==> config.mk <==
export PLATFORM = sky130hd
export DESIGN_NAME = uip_top
export DESIGN_NICKNAME = d
export VERILOG_FILES = /design/src/verilog/uip_timeout.v /design/src/verilog/uip_top.v
export VERILOG_INCLUDE_DIRS = /design/src /design/src/verilog
export SDC_FILE = /design/constraint.sdc
export NUM_CORES = 1
export LEC_CHECK = 0
export BUFFER_PORTS_ARGS = -buffer_cell sky130_fd_sc_hd__clkbuf_2
export CAP_MARGIN = 40
export CORE_MARGIN = 3
export CORE_UTILIZATION = 45
export CTS_CLUSTER_SIZE = 40
export DETAILED_ROUTE_END_ITERATION = 12
export PLACE_DENSITY = 0.69
export REMOVE_ABC_BUFFERS = 1
export SLEW_MARGIN = 5
export SYNTH_ARGS = -nofsm -noshare
export SYNTH_HDL_FRONTEND = slang
export SYNTH_HIERARCHICAL = 1
export SYNTH_SLANG_ARGS = --single-unit
==> constraint.sdc <==
create_clock -name CORE_CLK_I -period 2.3 [get_ports CORE_CLK_I]
set_clock_uncertainty 0.15 [all_clocks]
set_input_delay 0.345 -clock CORE_CLK_I [delete_from_list [all_inputs] [get_ports CORE_CLK_I]]
set_output_delay 0.345 -clock CORE_CLK_I [all_outputs]
set_load 0.01 [all_outputs]
==> src/verilog/uip_consts.vh <==
// Constants for the channel interrupt prioritizer.
`ifndef UIP_CONSTS_VH
`define UIP_CONSTS_VH
// Register addresses on the three address lines.
`define UIP_ADDR_DATA 3'h0
`define UIP_ADDR_MASK 3'h1
`define UIP_ADDR_SRC 3'h2
`define UIP_ADDR_EFR 3'h2
`define UIP_ADDR_LCTL 3'h3
`define UIP_ADDR_LSTAT 3'h5
`define UIP_ADDR_MSTAT 3'h6
`define UIP_ADDR_RES1 3'h4
`define UIP_ADDR_RES2 3'h5
`define UIP_ADDR_PAUSE1 3'h6
`define UIP_ADDR_PAUSE2 3'h7
// Line control value that opens the enhanced window.
`define UIP_LCR_ENH 8'hbf
`define UIP_LCR_DLAB 7
// Field positions.
`define UIP_EFR_ENH_BIT 4
`define UIP_FCR_EN_BIT 0
// Reset values.
`define UIP_MASK_RST 8'h00
`define UIP_EFR_RST 8'h00
`define UIP_CHAR_RST 8'h00
`define UIP_LCR_RST 8'h00
// Interrupt source codes, bits 5 to 0.
`define UIP_CODE_LINE 6'h06
`define UIP_CODE_TMO 6'h0c
`define UIP_CODE_RX_READY_SOURCE 6'h04
`define UIP_CODE_TX_READY_SOURCE 6'h02
`define UIP_CODE_MODEM 6'h00
`define UIP_CODE_XOFF 6'h10
`define UIP_CODE_FLOW 6'h20
`define UIP_CODE_NONE 6'h01
// Timeout: four characters plus twelve bits.
`define UIP_TMO_CHARS 4
`define UIP_TMO_BITS 12
`endif

==> src/verilog/uip_timeout.v <==
// Receive timeout counter measured in bit-time ticks.
`timescale 1ns/1ps
`default_nettype none
`include "uip_consts.vh"
module uip_timeout #(
    parameter CW = 8
) (
    input wire clk_i,
    input wire rst_i,
    input wire ce_i,
    input wire bit_tick_i,
    input wire [3:0] char_bits_i,
    input wire data_waiting_i,
    input wire restart_i,
    input wire clear_i,
    output reg fire_o
);
    reg [CW-1:0] cnt_q;
    wire [CW-1:0] limit;
    wire [CW-1:0] bits_ext;
    localparam [CW-1:0] TMO_BITS = `UIP_TMO_BITS;

    assign bits_ext = {{(CW-4){1'b0}}, char_bits_i};
    assign limit = (bits_ext << 2) + TMO_BITS;

    always @(posedge clk_i or posedge rst_i) begin
        if (rst_i) begin
            cnt_q <= {CW{1'b0}};
            fire_o <= 1'b0;
        end else if (ce_i) begin
            if (restart_i || !data_waiting_i) begin
                cnt_q <= {CW{1'b0}};
            end else if (bit_tick_i && !fire_o) begin
                cnt_q <= cnt_q + 1'b1;
            end
            if (clear_i || !data_waiting_i) begin
                fire_o <= 1'b0;
            end else if (bit_tick_i && cnt_q + 1'b1 >= limit) begin
                fire_o <= 1'b1;
            end
        end
    end
endmodule
`default_nettype wire

==> src/verilog/uip_top.v <==
// Channel interrupt mask, prioritizer, status encoder and enhanced window.
`timescale 1ns/1ps
`default_nettype none
`include "uip_consts.vh"
// How it works
// - Enhanced fields locked unless feature bit four set
// - Mask bit zero gates receive-data interrupt
// - FIFO receive interrupt follows trigger level
// - Data-ready set on arrival, cleared when empty
// - Line status bits report errors and empties
// - Transmit-ready on empty, immediate when enabled empty
// - Overrun immediate; other errors at read-out
// - Modem mask; sleep bit enhanced-only; reset zero
// - Mask bit five gates pause-character interrupt
// - Mask bit six gates RTS rising
// - Mask bit seven gates CTS rising
// - Status read shows highest pending source only
// - Timeout after four chars plus twelve bits
// - Transmit-ready cleared by data write or by a status read that shows it
// - Line interrupt cleared by line-status read
// - Modem interrupt from delta bits, read clears
// - Pause cleared by status read or resume
// - Flow interrupts cleared by modem-status read
// - Source codes encode priority order
// - Bit zero high when nothing pending
// - Bits seven and six show FIFO enable
module uip_top #(
    parameter TMO_W = 8
) (
    // Clock, reset, enable.
    input wire CORE_CLK_I,
    input wire RST_I,
    input wire CE_I,
    // Host register bus.
    input wire [2:0] ADDR_I,
    input wire [7:0] WDATA_I,
    input wire WR_I,
    input wire RD_I,
    output reg [7:0] RDATA_O,
    // Channel state from the datapath.
    input wire [7:0] LCR_I,
    input wire FIFO_EN_I,
    input wire RX_HAS_DATA_I,
    input wire RX_AT_TRIGGER_I,
    input wire RX_CHAR_STROBE_I,
    input wire RX_OVERRUN_I,
    input wire [2:0] RX_HEAD_ERR_I,
    input wire RX_FIFO_ERR_I,
    input wire TX_READY_LEVEL_I,
    input wire TX_ALL_EMPTY_I,
    input wire [3:0] MODEM_DELTA_I,
    input wire [3:0] MODEM_LEVEL_I,
    input wire BIT_TICK_I,
    input wire [3:0] CHAR_BITS_I,
    input wire PAUSE_RX_I,
    input wire RESUME_RX_I,
    input wire SPECIAL_RX_I,
    input wire RTS_RISE_I,
    input wire CTS_RISE_I,
    // Control outputs.
    output wire [7:0] ENH_FEATURE_O,
    output wire SLEEP_EN_O,
    output wire [31:0] FLOW_CHARS_O,
    output wire INT_O
);
    // ------------------------------------------------------------
    // Address decode.
    // ------------------------------------------------------------
    reg [7:0] interrupt_mask_q;
    reg [7:0] enhanced_feature_q;
    reg [7:0] flow_resume_char_first_q;
    reg [7:0] flow_resume_char_second_q;
    reg [7:0] flow_pause_char_first_q;
    reg [7:0] flow_pause_char_second_q;
    reg line_pend_q;
    reg overrun_q;
    reg modem_pend_q;
    reg [3:0] modem_delta_q;
    reg tx_pend_q;
    reg tx_level_q;
    reg pause_pend_q;
    reg special_pend_q;
    reg flow_pend_q;
    reg rx_strobe_seen_q;
    wire enh_win;
    wire enh_on;
    wire dlab;
    wire rd_data;
    wire rd_src;
    wire rd_lstat;
    wire rd_mstat;
    wire wr_data;
    wire wr_mask;
    wire tmo_fire;
    reg [5:0] src_code;
    reg [7:0] line_status;

    function sel;
        input [2:0] a;
        input [2:0] want;
        begin
            sel = (a == want);
        end
    endfunction

    assign enh_win = (LCR_I == `UIP_LCR_ENH);
    assign enh_on = enhanced_feature_q[`UIP_EFR_ENH_BIT];
    assign dlab = LCR_I[`UIP_LCR_DLAB];
    assign rd_data = CE_I && RD_I && !dlab && sel(ADDR_I, `UIP_ADDR_DATA);
    assign rd_src = CE_I && RD_I && !enh_win && sel(ADDR_I, `UIP_ADDR_SRC);
    assign rd_lstat = CE_I && RD_I && !enh_win && sel(ADDR_I, `UIP_ADDR_LSTAT);
    assign rd_mstat = CE_I && RD_I && !enh_win && sel(ADDR_I, `UIP_ADDR_MSTAT);
    assign wr_data = CE_I && WR_I && !dlab && sel(ADDR_I, `UIP_ADDR_DATA);
    assign wr_mask = CE_I && WR_I && !dlab && sel(ADDR_I, `UIP_ADDR_MASK);

    // ------------------------------------------------------------
    // Register writes.
    // ------------------------------------------------------------
    always @(posedge CORE_CLK_I or posedge RST_I) begin
        if (RST_I) begin
            interrupt_mask_q <= `UIP_MASK_RST;
            enhanced_feature_q <= `UIP_EFR_RST;
            flow_resume_char_first_q <= `UIP_CHAR_RST;
            flow_resume_char_second_q <= `UIP_CHAR_RST;
            flow_pause_char_first_q <= `UIP_CHAR_RST;
            flow_pause_char_second_q <= `UIP_CHAR_RST;
        end else if (CE_I && WR_I) begin
            if (wr_mask) begin
                interrupt_mask_q[3:0] <= WDATA_I[3:0];
                if (enh_on) begin
                    interrupt_mask_q[7:4] <= WDATA_I[7:4];
                end
            end
            if (enh_win) begin
                if (sel(ADDR_I, `UIP_ADDR_EFR)) begin
                    enhanced_feature_q <= WDATA_I;
                end
                if (sel(ADDR_I, `UIP_ADDR_RES1)) begin
                    flow_resume_char_first_q <= WDATA_I;
                end
                if (sel(ADDR_I, `UIP_ADDR_RES2)) begin
                    flow_resume_char_second_q <= WDATA_I;
                end
                if (sel(ADDR_I, `UIP_ADDR_PAUSE1)) begin
                    flow_pause_char_first_q <= WDATA_I;
                end
                if (sel(ADDR_I, `UIP_ADDR_PAUSE2)) begin
                    flow_pause_char_second_q <= WDATA_I;
                end
            end
        end
    end

    // ------------------------------------------------------------
    // Pending sources; a set in the clearing cycle wins, except for the timeout, where the clear wins.
    // ------------------------------------------------------------
    always @(posedge CORE_CLK_I or posedge RST_I) begin
        if (RST_I) begin
            line_pend_q <= 1'b0;
            overrun_q <= 1'b0;
            modem_pend_q <= 1'b0;
            modem_delta_q <= 4'h0;
            tx_pend_q <= 1'b0;
            tx_level_q <= 1'b0;
            pause_pend_q <= 1'b0;
            special_pend_q <= 1'b0;
            flow_pend_q <= 1'b0;
            rx_strobe_seen_q <= 1'b0;
        end else if (CE_I) begin
            tx_level_q <= TX_READY_LEVEL_I;
            rx_strobe_seen_q <= RX_CHAR_STROBE_I;
            if (RX_OVERRUN_I) begin
                overrun_q <= 1'b1;
            end else if (rd_lstat) begin
                overrun_q <= 1'b0;
            end
            // Overrun flags at once; head errors flag as they reach the read side.
            if (RX_OVERRUN_I || (rd_data && |RX_HEAD_ERR_I)) begin
                line_pend_q <= 1'b1;
            end else if (rd_lstat) begin
                line_pend_q <= 1'b0;
            end
            if (|MODEM_DELTA_I) begin
                modem_pend_q <= 1'b1;
                modem_delta_q <= modem_delta_q | MODEM_DELTA_I;
            end else if (rd_mstat) begin
                modem_pend_q <= 1'b0;
                modem_delta_q <= 4'h0;
            end
            // Rising readiness, or enabling while already ready, raises transmit-ready.
            if ((TX_READY_LEVEL_I && !tx_level_q) ||
                (wr_mask && WDATA_I[1] && !interrupt_mask_q[1] && TX_READY_LEVEL_I)) begin
                tx_pend_q <= 1'b1;
            end else if (wr_data || (rd_src && src_code == `UIP_CODE_TX_READY_SOURCE)) begin
                tx_pend_q <= 1'b0;
            end
            if (PAUSE_RX_I && enh_on) begin
                pause_pend_q <= 1'b1;
            end else if (rd_src || RESUME_RX_I) begin
                pause_pend_q <= 1'b0;
            end
            if (SPECIAL_RX_I && enh_on) begin
                special_pend_q <= 1'b1;
            end else if (rd_src || (RX_CHAR_STROBE_I && !rx_strobe_seen_q)) begin
                special_pend_q <= 1'b0;
            end
            if ((RTS_RISE_I && interrupt_mask_q[6]) ||
                (CTS_RISE_I && interrupt_mask_q[7])) begin
                flow_pend_q <= enh_on;
            end else if (rd_mstat) begin
                flow_pend_q <= 1'b0;
            end
        end
    end

    uip_timeout #(
        .CW(TMO_W)
    ) u_tmo (
        .clk_i(CORE_CLK_I),
        .rst_i(RST_I),
        .ce_i(CE_I),
        .bit_tick_i(BIT_TICK_I),
        .char_bits_i(CHAR_BITS_I),
        .data_waiting_i(RX_HAS_DATA_I),
        .restart_i(RX_CHAR_STROBE_I | rd_data),
        .clear_i(rd_data),
        .fire_o(tmo_fire)
    );

    // ------------------------------------------------------------
    // Priority encoder.
    // ------------------------------------------------------------
    wire rx_ready_source;
    wire tx_ready_source;
    wire [6:0] act;

    // Without FIFOs the trigger is one character.
    assign rx_ready_source = FIFO_EN_I ? RX_AT_TRIGGER_I : RX_HAS_DATA_I;
    assign tx_ready_source = tx_pend_q;
    assign act[0] = interrupt_mask_q[2] && line_pend_q;
    assign act[1] = interrupt_mask_q[0] && tmo_fire;
    assign act[2] = interrupt_mask_q[0] && rx_ready_source;
    assign act[3] = interrupt_mask_q[1] && tx_ready_source;
    assign act[4] = interrupt_mask_q[3] && modem_pend_q;
    assign act[5] = enh_on && interrupt_mask_q[5] && (pause_pend_q | special_pend_q);
    assign act[6] = enh_on && flow_pend_q;

    always @* begin
        if (act[0]) begin
            src_code = `UIP_CODE_LINE;
        end else if (act[1]) begin
            src_code = `UIP_CODE_TMO;
        end else if (act[2]) begin
            src_code = `UIP_CODE_RX_READY_SOURCE;
        end else if (act[3]) begin
            src_code = `UIP_CODE_TX_READY_SOURCE;
        end else if (act[4]) begin
            src_code = `UIP_CODE_MODEM;
        end else if (act[5]) begin
            src_code = `UIP_CODE_XOFF;
        end else if (act[6]) begin
            src_code = `UIP_CODE_FLOW;
        end else begin
            src_code = `UIP_CODE_NONE;
        end
    end

    always @* begin
        line_status[0] = RX_HAS_DATA_I;
        line_status[1] = overrun_q;
        line_status[4:2] = RX_HEAD_ERR_I;
        line_status[5] = TX_READY_LEVEL_I;
        line_status[6] = TX_ALL_EMPTY_I;
        line_status[7] = RX_FIFO_ERR_I;
    end

    // ------------------------------------------------------------
    // Read data, registered.
    // ------------------------------------------------------------
    reg [7:0] rd_d;
    always @* begin
        rd_d = 8'h00;
        if (enh_win) begin
            case (ADDR_I)
                `UIP_ADDR_EFR: rd_d = enhanced_feature_q;
                `UIP_ADDR_RES1: rd_d = flow_resume_char_first_q;
                `UIP_ADDR_RES2: rd_d = flow_resume_char_second_q;
                `UIP_ADDR_PAUSE1: rd_d = flow_pause_char_first_q;
                `UIP_ADDR_PAUSE2: rd_d = flow_pause_char_second_q;
                default: rd_d = 8'h00;
            endcase
        end else begin
            case (ADDR_I)
                `UIP_ADDR_MASK: rd_d = dlab ? 8'h00 : interrupt_mask_q;
                `UIP_ADDR_SRC: rd_d = {{2{FIFO_EN_I}}, src_code};
                `UIP_ADDR_LSTAT: rd_d = line_status;
                `UIP_ADDR_MSTAT: rd_d = {MODEM_LEVEL_I, modem_delta_q};
                default: rd_d = 8'h00;
            endcase
        end
    end

    always @(posedge CORE_CLK_I or posedge RST_I) begin
        if (RST_I) begin
            RDATA_O <= 8'h00;
        end else if (CE_I && RD_I) begin
            RDATA_O <= rd_d;
        end
    end

    assign ENH_FEATURE_O = enhanced_feature_q;
    assign SLEEP_EN_O = enh_on && interrupt_mask_q[4];
    assign FLOW_CHARS_O = {flow_pause_char_second_q, flow_pause_char_first_q,
                           flow_resume_char_second_q, flow_resume_char_first_q};
    assign INT_O = |act;
endmodule
`default_nettype wire

# After elaboration in Yosys (flattened, before gate mapping)

Cells that the tools add are included.

Output and inout bits: 50
Logic and storage cells: 141
Flip-flop bits (word level): 78

Bitwise gates (word level): 3
Magnitude comparators: 1
$add $sub $neg: 2
Reductions and logical operators: 77
Equality and inequality tests: 8
Mux-type cells: 30

Operators with widths:

| operator              | number |
|---|---|
| $mux W6               | 7 |
| $pmux W8 S5           | 1 |
| $logic_and A1 B1 Y1   | 33 |
| $mux W8               | 4 |
| $pmux W8 S4           | 1 |
| $reduce_and A2 Y1     | 10 |
| $reduce_and A3 Y1     | 6 |
| $reduce_bool A2 Y1    | 9 |
| $mux W1               | 15 |
| $eq A3 B3 Y1 const B  | 4 |
| $add A8 B1 Y8 const B | 1 |
| $eq A8 B8 Y1 const B  | 1 |
| $ge A8 B8 Y1          | 1 |
| $logic_or A1 B1 Y1    | 8 |
| $mux W4               | 2 |
| $add A6 B4 Y7 const B | 1 |
| $logic_not A1 Y1      | 7 |
| $reduce_or A7 Y1      | 1 |
| $eq A6 B2 Y1 const B  | 1 |
| $or A4 B4 Y4          | 1 |
| $reduce_or A4 Y1      | 1 |
| $eq A3 B1 Y1 const B  | 1 |
| $eq A3 B2 Y1 const B  | 1 |
| $logic_not A3 Y1      | 1 |
| other kinds (2)       | 3 |

# Longest topological paths before layout

Gate-level depths: netlist of the first run.

Depth in word-level cells: 13
Mapped depth: 11
Depth with buffers taken out: 9

# Modules after synthesis

Netlist of the first run, hierarchy kept.

By module, submodules not included:

| module      | sequential area each (µm²) | area each (µm²) | cells each | instances |
|---|---|---|---|---|
| uip_top     | 1726.7                     | 3588.4          | 318        | 1 |
| uip_timeout | 225.2                      | 691.9           | 72         | 1 |

# Worst setup path before layout of the first run

Ideal clock, no wire load.

Path kind: in2reg
Start point: input ADDR_I[0]
End point: register u_tmo.cnt_q[2]
Arrival: 2.076 ns
Stages: 10
Path slack: -0.048 ns
Path through: inv_1 -> ha_1 -> buf_2 -> or3b_1 -> or2_2 -> nand2b_1 -> nand2b_1 -> o21ai_2 -> o21bai_1 -> a22o_2

Cells in the longest elaborated chain, start to end: 6
Elaborated cells between the ends (all ways): 7
Classes of those cells: 1 x mux; 1 x bitwise; 5 x reduce/logical

Ends and longest elaborated chain:

| element                             | line             | text |
|---|---|---|
| start: declaration                  | uip_top.v:35     | `input wire [2:0] ADDR_I,` |
| $logic_not A3 Y1 *                  | uip_top.v:102    | `sel = (a == want);` |
| $logic_and A1 B1 Y1 *               | uip_top.v:109    | `` assign rd_data = CE_I && RD_I && !dlab && sel(ADDR_I, `UIP_ADDR_DATA); `` |
| $or A1 B1 Y1 *                      | uip_top.v:225    | `.restart_i(RX_CHAR_STROBE_I \| rd_data),` |
| $logic_or A1 B1 Y1 *                | uip_timeout.v:31 | `if (restart_i \|\| !data_waiting_i) begin` |
| $reduce_bool A2 Y1 (no source line) | n/a              |  |
| $reduce_and A2 Y1 (no source line)  | n/a              |  |
| end signal: assignment              | uip_timeout.v:28 | `cnt_q <= {CW{1'b0}};` |
| end signal: assignment              | uip_timeout.v:32 | `cnt_q <= {CW{1'b0}};` |
| end signal: assignment              | uip_timeout.v:34 | `cnt_q <= cnt_q + 1'b1;` |
| end: declaration                    | uip_timeout.v:18 | `reg [CW-1:0] cnt_q;` |

Mark *: on every way between the ends. The rest lies on a longest branch, timed or not.
A chain may end at the register's enable or synchronous reset.

# Worst setup path after layout of the first run

Start point: register u_tmo.cnt_q[0]
End point: register u_tmo.fire_o

Cells in the longest elaborated chain, start to end: 5

Ends and longest elaborated chain:

| element                             | line             | text |
|---|---|---|
| $add A8 B1 Y8                       | uip_timeout.v:38 | `end else if (bit_tick_i && cnt_q + 1'b1 >= limit) begin` |
| $ge A8 B8 Y1                        | uip_timeout.v:38 |  |
| $logic_and A1 B1 Y1                 | uip_timeout.v:38 |  |
| $reduce_bool A2 Y1 (no source line) | n/a              |  |
| $reduce_and A2 Y1 (no source line)  | n/a              |  |
| end signal: assignment              | uip_timeout.v:29 | `fire_o <= 1'b0;` |
| end signal: assignment              | uip_timeout.v:37 | `fire_o <= 1'b0;` |
| end signal: assignment              | uip_timeout.v:39 | `fire_o <= 1'b1;` |
| end: declaration                    | uip_timeout.v:16 | `output reg fire_o` |

Every way passes these cells.

==> results of run 1 <==
## critical path: cells and delay by family, from the launching register on
family | cells | cell delay [ns]
xor gates and xnor gates | 1 | 0.21
AOI/OAI and AO/OA | 4 | 0.58
DFF | 1 | 0.41
and+or+nand+nor | 2 | 0.34
adders and majority gates | 1 | 0.26
## cells in the final DEF (no fill, tap or decap), types with 3 or more instances in the layout
cell type	netlist	routed
sky130_fd_sc_hd__o211ai_1	3	3
sky130_fd_sc_hd__buf_4	3	36
sky130_fd_sc_hd__nor2_1	10	10
sky130_fd_sc_hd__nand2_1	29	29
sky130_fd_sc_hd__a21oi_1	11	11
sky130_fd_sc_hd__nand4_1	4	4
sky130_fd_sc_hd__nand3_1	8	8
sky130_fd_sc_hd__a22oi_1	22	22
sky130_fd_sc_hd__dfrtp_1	78	78
sky130_fd_sc_hd__inv_1	17	16
sky130_fd_sc_hd__and3_1	3	3
sky130_fd_sc_hd__inv_6	0	5
sky130_fd_sc_hd__clkbuf_8	0	9
sky130_fd_sc_hd__o21ai_0	20	20
sky130_fd_sc_hd__nor2b_1	4	4
sky130_fd_sc_hd__xnor2_1	6	6
sky130_fd_sc_hd__ha_1	12	12
sky130_fd_sc_hd__and2_1	10	10
sky130_fd_sc_hd__a21boi_0	11	11
sky130_fd_sc_hd__a22o_1	15	15
sky130_fd_sc_hd__clkbuf_2	0	102
sky130_fd_sc_hd__mux2_2	46	46
sky130_fd_sc_hd__and4_1	4	4
sky130_fd_sc_hd__a221o_1	5	5
## through the flow
stage	TNS [ns]	hold WS [ns]	total power, W
after CTS	0	0.0573	0.00288
after floorplan	-0.0386	0.0229	0.00168
final	0	0.0695	0.00287
after global routing	0	0.0993	0.00299
after detailed placement	-0.0628	0.182	0.00190
after global placement	-0.00358	0.180	0.00189
## power breakdown
group	internal, W	total, W	switching, W	leakage, nW
logic	0.000176	0.000416	0.000240	1.55
clock network	0.000413	0.000986	0.000573	0.0916
registers	0.00142	0.00146	0.0000464	1.03
## registers in the layout, summed over array words and instances (netlist names), 4 cells and up
| name | count |
|---|---|
| interrupt_mask_q | 8 |
| RDATA_O | 8 |
| u_tmo/cnt_q | 8 |
| ENH_FEATURE_O | 8 |
| modem_delta_q | 4 |
| flow_resume_char_second_q | 8 |
| flow_resume_char_first_q | 8 |
| flow_pause_char_first_q | 8 |
| flow_pause_char_second_q | 8 |
## layer usage
metal / vias to the layer above / share of wire, % / GRT usage, %
met1: 1822 / 43 / 31.6
met4: 0 / 2.0 / 8.17
met3: 25 / 6.9 / 3.86
met2: 161 / 49 / 37.9
met5: - / 0 / 0
li1: 1739 / - / -
## final cells by class
cell class                 count  area (sq um)
clock buffer                   9           124
clock inverter                 7          60.1
fill                         778          3630
inverter                      17          63.8
multi-input combinational    277          2170
sequential                    78          1950
tap                          126           158
timing repair buffer         140           811
## what timing repair did
action                                 CTS  global route
hold buffers                             1             0
buffers inserted                         0             0
endpoints found under the hold margin   78             0
## kinds of logic (layout without fill, tap and decap cells)
kind of cell | count (synthesis) | count (layout)
buf+inv | 35 | 173
fa+ha+maj | 12 | 12
xor+xnor | 8 | 8
compound gates | 114 | 114
flops | 78 | 78
mux | 48 | 48
simple gates | 95 | 95
## synth_stat cells, drive strengths merged (3+ instances only)
master,count
dfrtp,78
mux2,48
nand2,30
o21ai,23
a22oi,22
inv,17
a22o,16
buf,14
ha,12
a21boi,11
a21oi,11
and2,10
nor2,10
nand3,8
xnor2,6
a221o,5
nand4,5
and3,4
and4,4
clkbuf,4
nor2b,4
nor3,4
o211ai,3
## worst max-delay path by stage
stage | startpoint | endpoint | slack [ns]
6_report | u_tmo/cnt_q[0] | u_tmo/fire_o | 0.21
5_1_grt | u_tmo/cnt_q[0] | u_tmo/fire_o | 0.004
4_1_cts | u_tmo/cnt_q[0] | u_tmo/fire_o | 0.20
3_5_place_dp | ADDR_I[0] | u_tmo/cnt_q[2] | -0.03
3_3_place_gp | ADDR_I[0] | u_tmo/cnt_q[2] | -0.004
2_1_floorplan | ADDR_I[0] | u_tmo/cnt_q[2] | -0.04
==> impl_metrics.sql, run 1 <==
INSERT INTO impl_metrics (metric_group, metric, value, unit) VALUES
('synth', 'syn_avg_cell_area', '11.0', 'sq um'),
('timing', 'worst_slack', '0.215', 'ns'),
('setup_path', 'critPathKind', 'reg2reg', ''),
('layout', 'postLayoutCoreUtil', '59.5', '%'),
('layout', 'nets', '588', ''),
('setup_path', 'peak_fanout_along_the_critical_path', '5', ''),
('placed_design', 'detailed_place_hpwl', '9290', 'microns'),
('pwr', 'leakage', '2.68', 'nW'),
('synth', 'seq_area_frac_synth', '45.6', '%'),
('worst_hold_path', 'worst_hold_path.endpoint', 'pause_pend_q', ''),
('global_route', 'grt_start_max_net_pins', '70', ''),
('timing', 'period_share', '90.7', '%'),
('layout', 'layout-drive-gt1-share', '40.7', '%'),
('floorplanning', 'die_area', '10700', 'sq um'),
('synth', 'synth_simple_gate_area_share', '13.3', '%'),
('placed_design', 'routabilityCongestion', '0.881', ''),
('global_route', 'grt.total_usage', '23.3', '%'),
('synth', 'async_flop_share', '100', '%'),
('drt', 'routed_length_per_placed_instance', '18.7', 'microns'),
('synth', 'ys.warnings.count', '6', ''),
('timing', 'maxSlewHeadroom', '66.8', '%'),
('drt', 'post-route-drc-count', '0', ''),
('timing', 'setup_repair_after_global_routing_missed_its_margin', 'false', ''),
('timing', 'achievable-frequency', '480', 'MHz'),
('clocking', 'worstSkewPairLatency', '0.36', 'ns'),
('timing', 'final_max_slew_viol_count', '0', ''),
('layout', 'stdcell_count', '654', ''),
('synth', 'yosys_register_bits', '78', ''),
('placed_design', 'dp.cells', '637', ''),
('setup_path', 'crit_path_top_delay_cell', 'sky130_fd_sc_hd__dfrtp_1', ''),
('setup_path', 'worstReg2RegEnd', 'u_tmo/fire_o', ''),
('drt', 'drtAntennaViolNets', '0', ''),
('drt', 'routed_wl', '12200', 'microns'),
('floorplanning', 'floorplan.die.height', '104', 'microns'),
('clocking', 'cts-htree-levels', '3', ''),
('drt', 'drt-initial-drc-count', '227', ''),
('global_route', 'global_route_wire_length_before_repair', '20100', 'microns'),
('synth', 'synth.top_cells.by_area', 'sky130_fd_sc_hd__dfrtp_1, sky130_fd_sc_hd__mux2_2, sky130_fd_sc_hd__a22oi_1', ''),
('timing', 'max_slew.worst_pin.slew', '0.493', 'ns'),
('setup_path', 'reg2reg_slack', '0.21', 'ns'),
('synth', 'post_synth_fa_ha_maj_area_fraction', '3.51', '%'),
('floorplanning', 'initial_utilization', '47.7', '%'),
('drt', 'routed-via-count', '3747', ''),
('setup_path', 'timing.rr.start', 'u_tmo/cnt_q[0]', ''),
('synth', 'yosys.cell_types.count', '63', ''),
('timing', 'final_hold_viol_count', '0', ''),
('clocking', 'tritoncts_num_sinks', '78', ''),
('placed_design', 'place_ws', '-0.0266', 'ns'),
('setup_path', 'endpoint_kind', 'flop', ''),
('pwr', 'irDropWorstVdd', '249', 'uV'),
('clocking', 'tritoncts', 'yes', ''),
('floorplanning', 'design.core.area', '8980', 'sq um'),
('setup_path', 'timing.critical_path.required', '2.37', 'ns'),
('synth', 'synthDominantAreaCellType', 'sky130_fd_sc_hd__dfrtp_1', ''),
('floorplanning', 'die_width', '104', 'microns'),
('floorplanning', 'io_pins', '103', ''),
('drt', 'vias_per_cell', '5.73', ''),
('setup_path', 'critical_path.max_stage_delay', '0.41', 'ns'),
('synth', 'syn-cell-area', '4280', 'sq um'),
('layout', 'final_area', '5340', 'sq um'),
('worst_hold_path', 'hold_path_cells', '3', ''),
('worst_hold_path', 'min_path_type', 'in2reg', ''),
('outcome', 'status', 'finished, final reports clean', ''),
('clocking', 'ctsRootBufferMaster', 'sky130_fd_sc_hd__clkbuf_8', ''),
('setup_path', 'worst_setup_path_start_kind', 'flop', ''),
('synth', 'synth-compound-area-share', '19.7', '%'),
('setup_path', 'count_of_cells_along_the_worst_register_to_register_path', '8', ''),
('worst_hold_path', 'hold_path.startpoint', 'PAUSE_RX_I', ''),
('clocking', 'postCtsResizedCells', '0', ''),
('placed_design', 'place_area', '5150', 'sq um'),
('clocking', 'numCtsBuffers', '9', '');
Power figures use the tool's default switching activity.
==> inputs of run 2 (changes only) <==
--- a/config.mk
+++ b/config.mk
@@ -8,13 +8,15 @@
 export LEC_CHECK = 0
 export BUFFER_PORTS_ARGS = -buffer_cell sky130_fd_sc_hd__clkbuf_2
 export CAP_MARGIN = 40
-export CORE_MARGIN = 3
-export CORE_UTILIZATION = 45
+export CELL_PAD_IN_SITES_DETAIL_PLACEMENT = 0
+export CELL_PAD_IN_SITES_GLOBAL_PLACEMENT = 1
+export CORE_MARGIN = 8
+export CORE_UTILIZATION = 38
 export CTS_CLUSTER_SIZE = 40
 export DETAILED_ROUTE_END_ITERATION = 12
-export PLACE_DENSITY = 0.69
+export PLACE_DENSITY = 0.74
 export REMOVE_ABC_BUFFERS = 1
-export SLEW_MARGIN = 5
+export SLEW_MARGIN = 20
 export SYNTH_ARGS = -nofsm -noshare
 export SYNTH_HDL_FRONTEND = slang
 export SYNTH_HIERARCHICAL = 1
==> run 2 against run 1 <==
Net effect: clock-buffer cell count is 2 higher; die area up 39%; routed wire length rose by 6.9%; global-route usage shrank 5.3 points; first-iteration DRC count is 2.2% higher; combinational power about the same; register-to-register slack worse by 0.08 ns; critical endpoint unchanged; largest cell class unchanged.
==> impl_metrics.sql, run 2 (synthesized netlist as in run 1, its figures left out) <==
INSERT INTO impl_metrics (metric_group, metric, value, unit) VALUES
('drt', 'wl_met3', '998', 'microns'),
('setup_path', 'critical_path.most_common_cell', 'sky130_fd_sc_hd__ha_1', ''),
('clocking', 'numCtsBuffers', '9', ''),
('global_route', 'grt_start_max_net_pins', '53', ''),
('clocking', 'postCtsSetupBuffers', '0', ''),
('floorplanning', 'die_area', '14900', 'sq um'),
('clocking', 'tritoncts_num_sinks', '78', ''),
('layout', 'layout_common_cells', 'sky130_fd_sc_hd__clkbuf_2, sky130_fd_sc_hd__dfrtp_1, sky130_fd_sc_hd__mux2_2', ''),
('clocking', 'worstSkewPairLatency', '0.34', 'ns'),
('setup_path', 'endpoint_kind', 'flop', ''),
('floorplanning', 'placement_rows', '38', ''),
('pwr', 'leakage', '2.73', 'nW'),
('global_route', 'grt.overflow.total', '0', ''),
('setup_path', 'critPathBufInv', '0', ''),
('outcome', 'status', 'finished, final reports clean', ''),
('floorplanning', 'initial_utilization', '39.1', '%'),
('timing', 'final_max_slew_viol_count', '0', ''),
('worst_hold_path', 'hold_path_cells', '3', ''),
('drt', 'firstDrtPassIters', '4', ''),
('drt', 'routed_wl', '13100', 'microns'),
('clocking', 'clkSlewWorstSetupHoldPaths', '0.06', 'ns'),
('drt', 'routed-via-count', '3659', ''),
('timing', 'achievable-frequency', '463', 'MHz'),
('floorplanning', 'io_pins', '103', ''),
('global_route', 'grt.total_usage', '17.9', '%'),
('setup_path', 'cp_cell_sequence', 'ha_1 -> nand3_1 -> xnor2_1 -> ha_1 -> o21ai_0 -> a31oi_1 -> o31ai_1 -> a311oi_1', ''),
('floorplanning', 'floorplan.die.height', '122', 'microns'),
('clocking', 'postCtsResizedCells', '0', ''),
('timing', 'final_hold_viol_count', '0', ''),
('layout', 'antenna_cells', '0', ''),
('setup_path', 'critPathKind', 'reg2reg', ''),
('pwr', 'power.density_cell_area', '619', 'nW/um^2'),
('setup_path', 'crit_path_top_delay_cell', 'sky130_fd_sc_hd__dfrtp_1', ''),
('floorplanning', 'die_width', '122', 'microns'),
('floorplanning', 'design.core.area', '10900', 'sq um'),
('clocking', 'cts_buffer_depth', '2', ''),
('global_route', 'vias_in_the_first_global_route', '3805', ''),
('layout', 'synthToLayoutAreaGrowth', '28.4', '%'),
('clocking', 'post_cts_hold_buffer_count', '1', ''),
('drt', 'routedLengthMet1', '5510', 'microns'),
('placed_design', 'detailed_place_hpwl', '10200', 'microns'),
('drt', 'routed_length_per_placed_instance', '19.6', 'microns'),
('timing', 'maxSlewHeadroom', '71.9', '%'),
('timing', 'final_period_minus_worst_setup_slack', '2.16', 'ns'),
('layout', 'final_common_cell', 'sky130_fd_sc_hd__clkbuf_2', ''),
('pwr', 'post-layout-total-power', '0.00340', 'W'),
('drt', 'dr_wl_met2', '6420', 'microns'),
('global_route', 'global_route_wire_length_before_repair', '20700', 'microns'),
('pwr', 'irDropWorstVdd', '299', 'uV'),
('setup_path', 'critical_path.max_stage_delay', '0.41', 'ns'),
('clocking', 'tritoncts', 'yes', ''),
('layout', 'layout-drive-gt1-share', '40.2', '%'),
('setup_path', 'count_of_cells_along_the_worst_register_to_register_path', '8', ''),
('setup_path', 'timing.critical_path.required', '2.35', 'ns'),
('timing', 'setup_viol', '0', ''),
('placed_design', 'io_buffers', '102', ''),
('timing', 'max_slew.worst_pin.slew', '0.422', 'ns'),
('drt', 'drtAntennaViolNets', '0', ''),
('drt', 'dr.max_layer_used', 'met4', ''),
('flow_run', 'timing.max_cap.violations', '0', ''),
('layout', 'final_area', '5500', 'sq um'),
('placed_design', 'routabilityCongestion', '0.849', ''),
('drt', 'post-route-drc-count', '0', ''),
('setup_path', 'worst_ep_arrival_time', '2.21', 'ns'),
('drt', 'vias_per_cell', '5.49', ''),
('setup_path', 'worst_setup_path_start_kind', 'flop', ''),
('layout', 'postLayoutCoreUtil', '50.3', '%'),
('drt', 'drt-initial-drc-count', '232', ''),
('timing', 'setup_repair_after_global_routing_missed_its_margin', 'false', ''),
('setup_path', 'peak_fanout_along_the_critical_path', '5', ''),
('setup_path', 'timing.critical_path.depth', '8', ''),
('clocking', 'ctsRootBufferMaster', 'sky130_fd_sc_hd__clkbuf_16', ''),
('global_route', 'grt_antenna_before_repair', '0', ''),
('layout', 'nets', '587', ''),
('timing', 'period_share', '94.0', '%'),
('worst_hold_path', 'min_path_type', 'in2reg', ''),
('clocking', 'cts-htree-levels', '3', ''),
('placed_design', 'place_area', '5170', 'sq um'),
('setup_path', 'worst_path_dominant_cell_family', 'adder cells', '');
[run 2: cell count changes in the layout (fill, tap and decap cells not counted)]
| cell | before | now |
|---|---|---|
| sky130_fd_sc_hd__clkbuf_8 | 9 | 0 |
| sky130_fd_sc_hd__clkbuf_16 | 0 | 9 |
| sky130_fd_sc_hd__clkinvlp_4 | 1 | 0 |
| sky130_fd_sc_hd__clkinv_2 | 0 | 1 |
| sky130_fd_sc_hd__buf_4 | 36 | 34 |
| sky130_fd_sc_hd__clkbuf_1 | 0 | 2 |
| sky130_fd_sc_hd__buf_12 | 1 | 2 |
| sky130_fd_sc_hd__inv_6 | 5 | 1 |
| sky130_fd_sc_hd__bufinv_16 | 0 | 2 |
[run 2: cell type report]
| cell class | instances | area [sq um] |
|---|---|---|
| clock buffer | 11 | 233 |
| clock inverter | 5 | 82.6 |
| fill | 1015 | 5440 |
| inverter | 17 | 63.8 |
| multi-input combinational | 277 | 2170 |
| sequential | 78 | 1950 |
| tap | 140 | 175 |
| timing repair buffer | 139 | 816 |
[run 2: layer usage]
layer	vias up	track usage, %
met1	1826	22.1
met4	0	4.95
met5	-	0
met3	10	5.32
met2	97	30.0
li1	1726	-
[run 2: power breakdown]
part	switching [W]	internal (W)	leakage, nW	total (W)
Clock	0.000563	0.000955	0.154	0.00152
Combinational	0.000238	0.000181	1.55	0.000419
Sequential	0.0000469	0.00142	1.03	0.00147
[run 2: worst paths after layout]
check,to,from,slack (ns)
max,u_tmo/fire_o,u_tmo/cnt_q[0],0.14
min,special_pend_q,SPECIAL_RX_I,0.10
max reg2reg,u_tmo/fire_o,u_tmo/cnt_q[0],0.14
min reg2reg,modem_delta_q[2],modem_delta_q[2],0.37
max in group asynchronous,interrupt_mask_q[7],RST_I,1.01
min in group asynchronous,u_tmo/cnt_q[1],RST_I,0.38
[run 2: stage by stage]
stage | TNS (ns) | worst slack [ns] | hold slack [ns] | std cells
floorplan | -0.0386 | -0.0386 | 0.0229 | 372
global placement | -0.0137 | -0.0137 | 0.186 | 650
detailed placement | -0.0932 | -0.0429 | 0.200 | 650
CTS | 0 | 0.167 | 0.0939 | 667
global route | 0 | 0.0488 | 0.114 | 667
finish | 0 | 0.138 | 0.101 | 667
[run 2: worst register-to-register path, delay by kind of cell, from the launching register on]
family / cells / cell delay (ns)
flops: 1 / 0.41
compound gates: 4 / 0.51
simple gates: 1 / 0.13
xor+xnor: 1 / 0.27
fa+ha+maj: 2 / 0.57
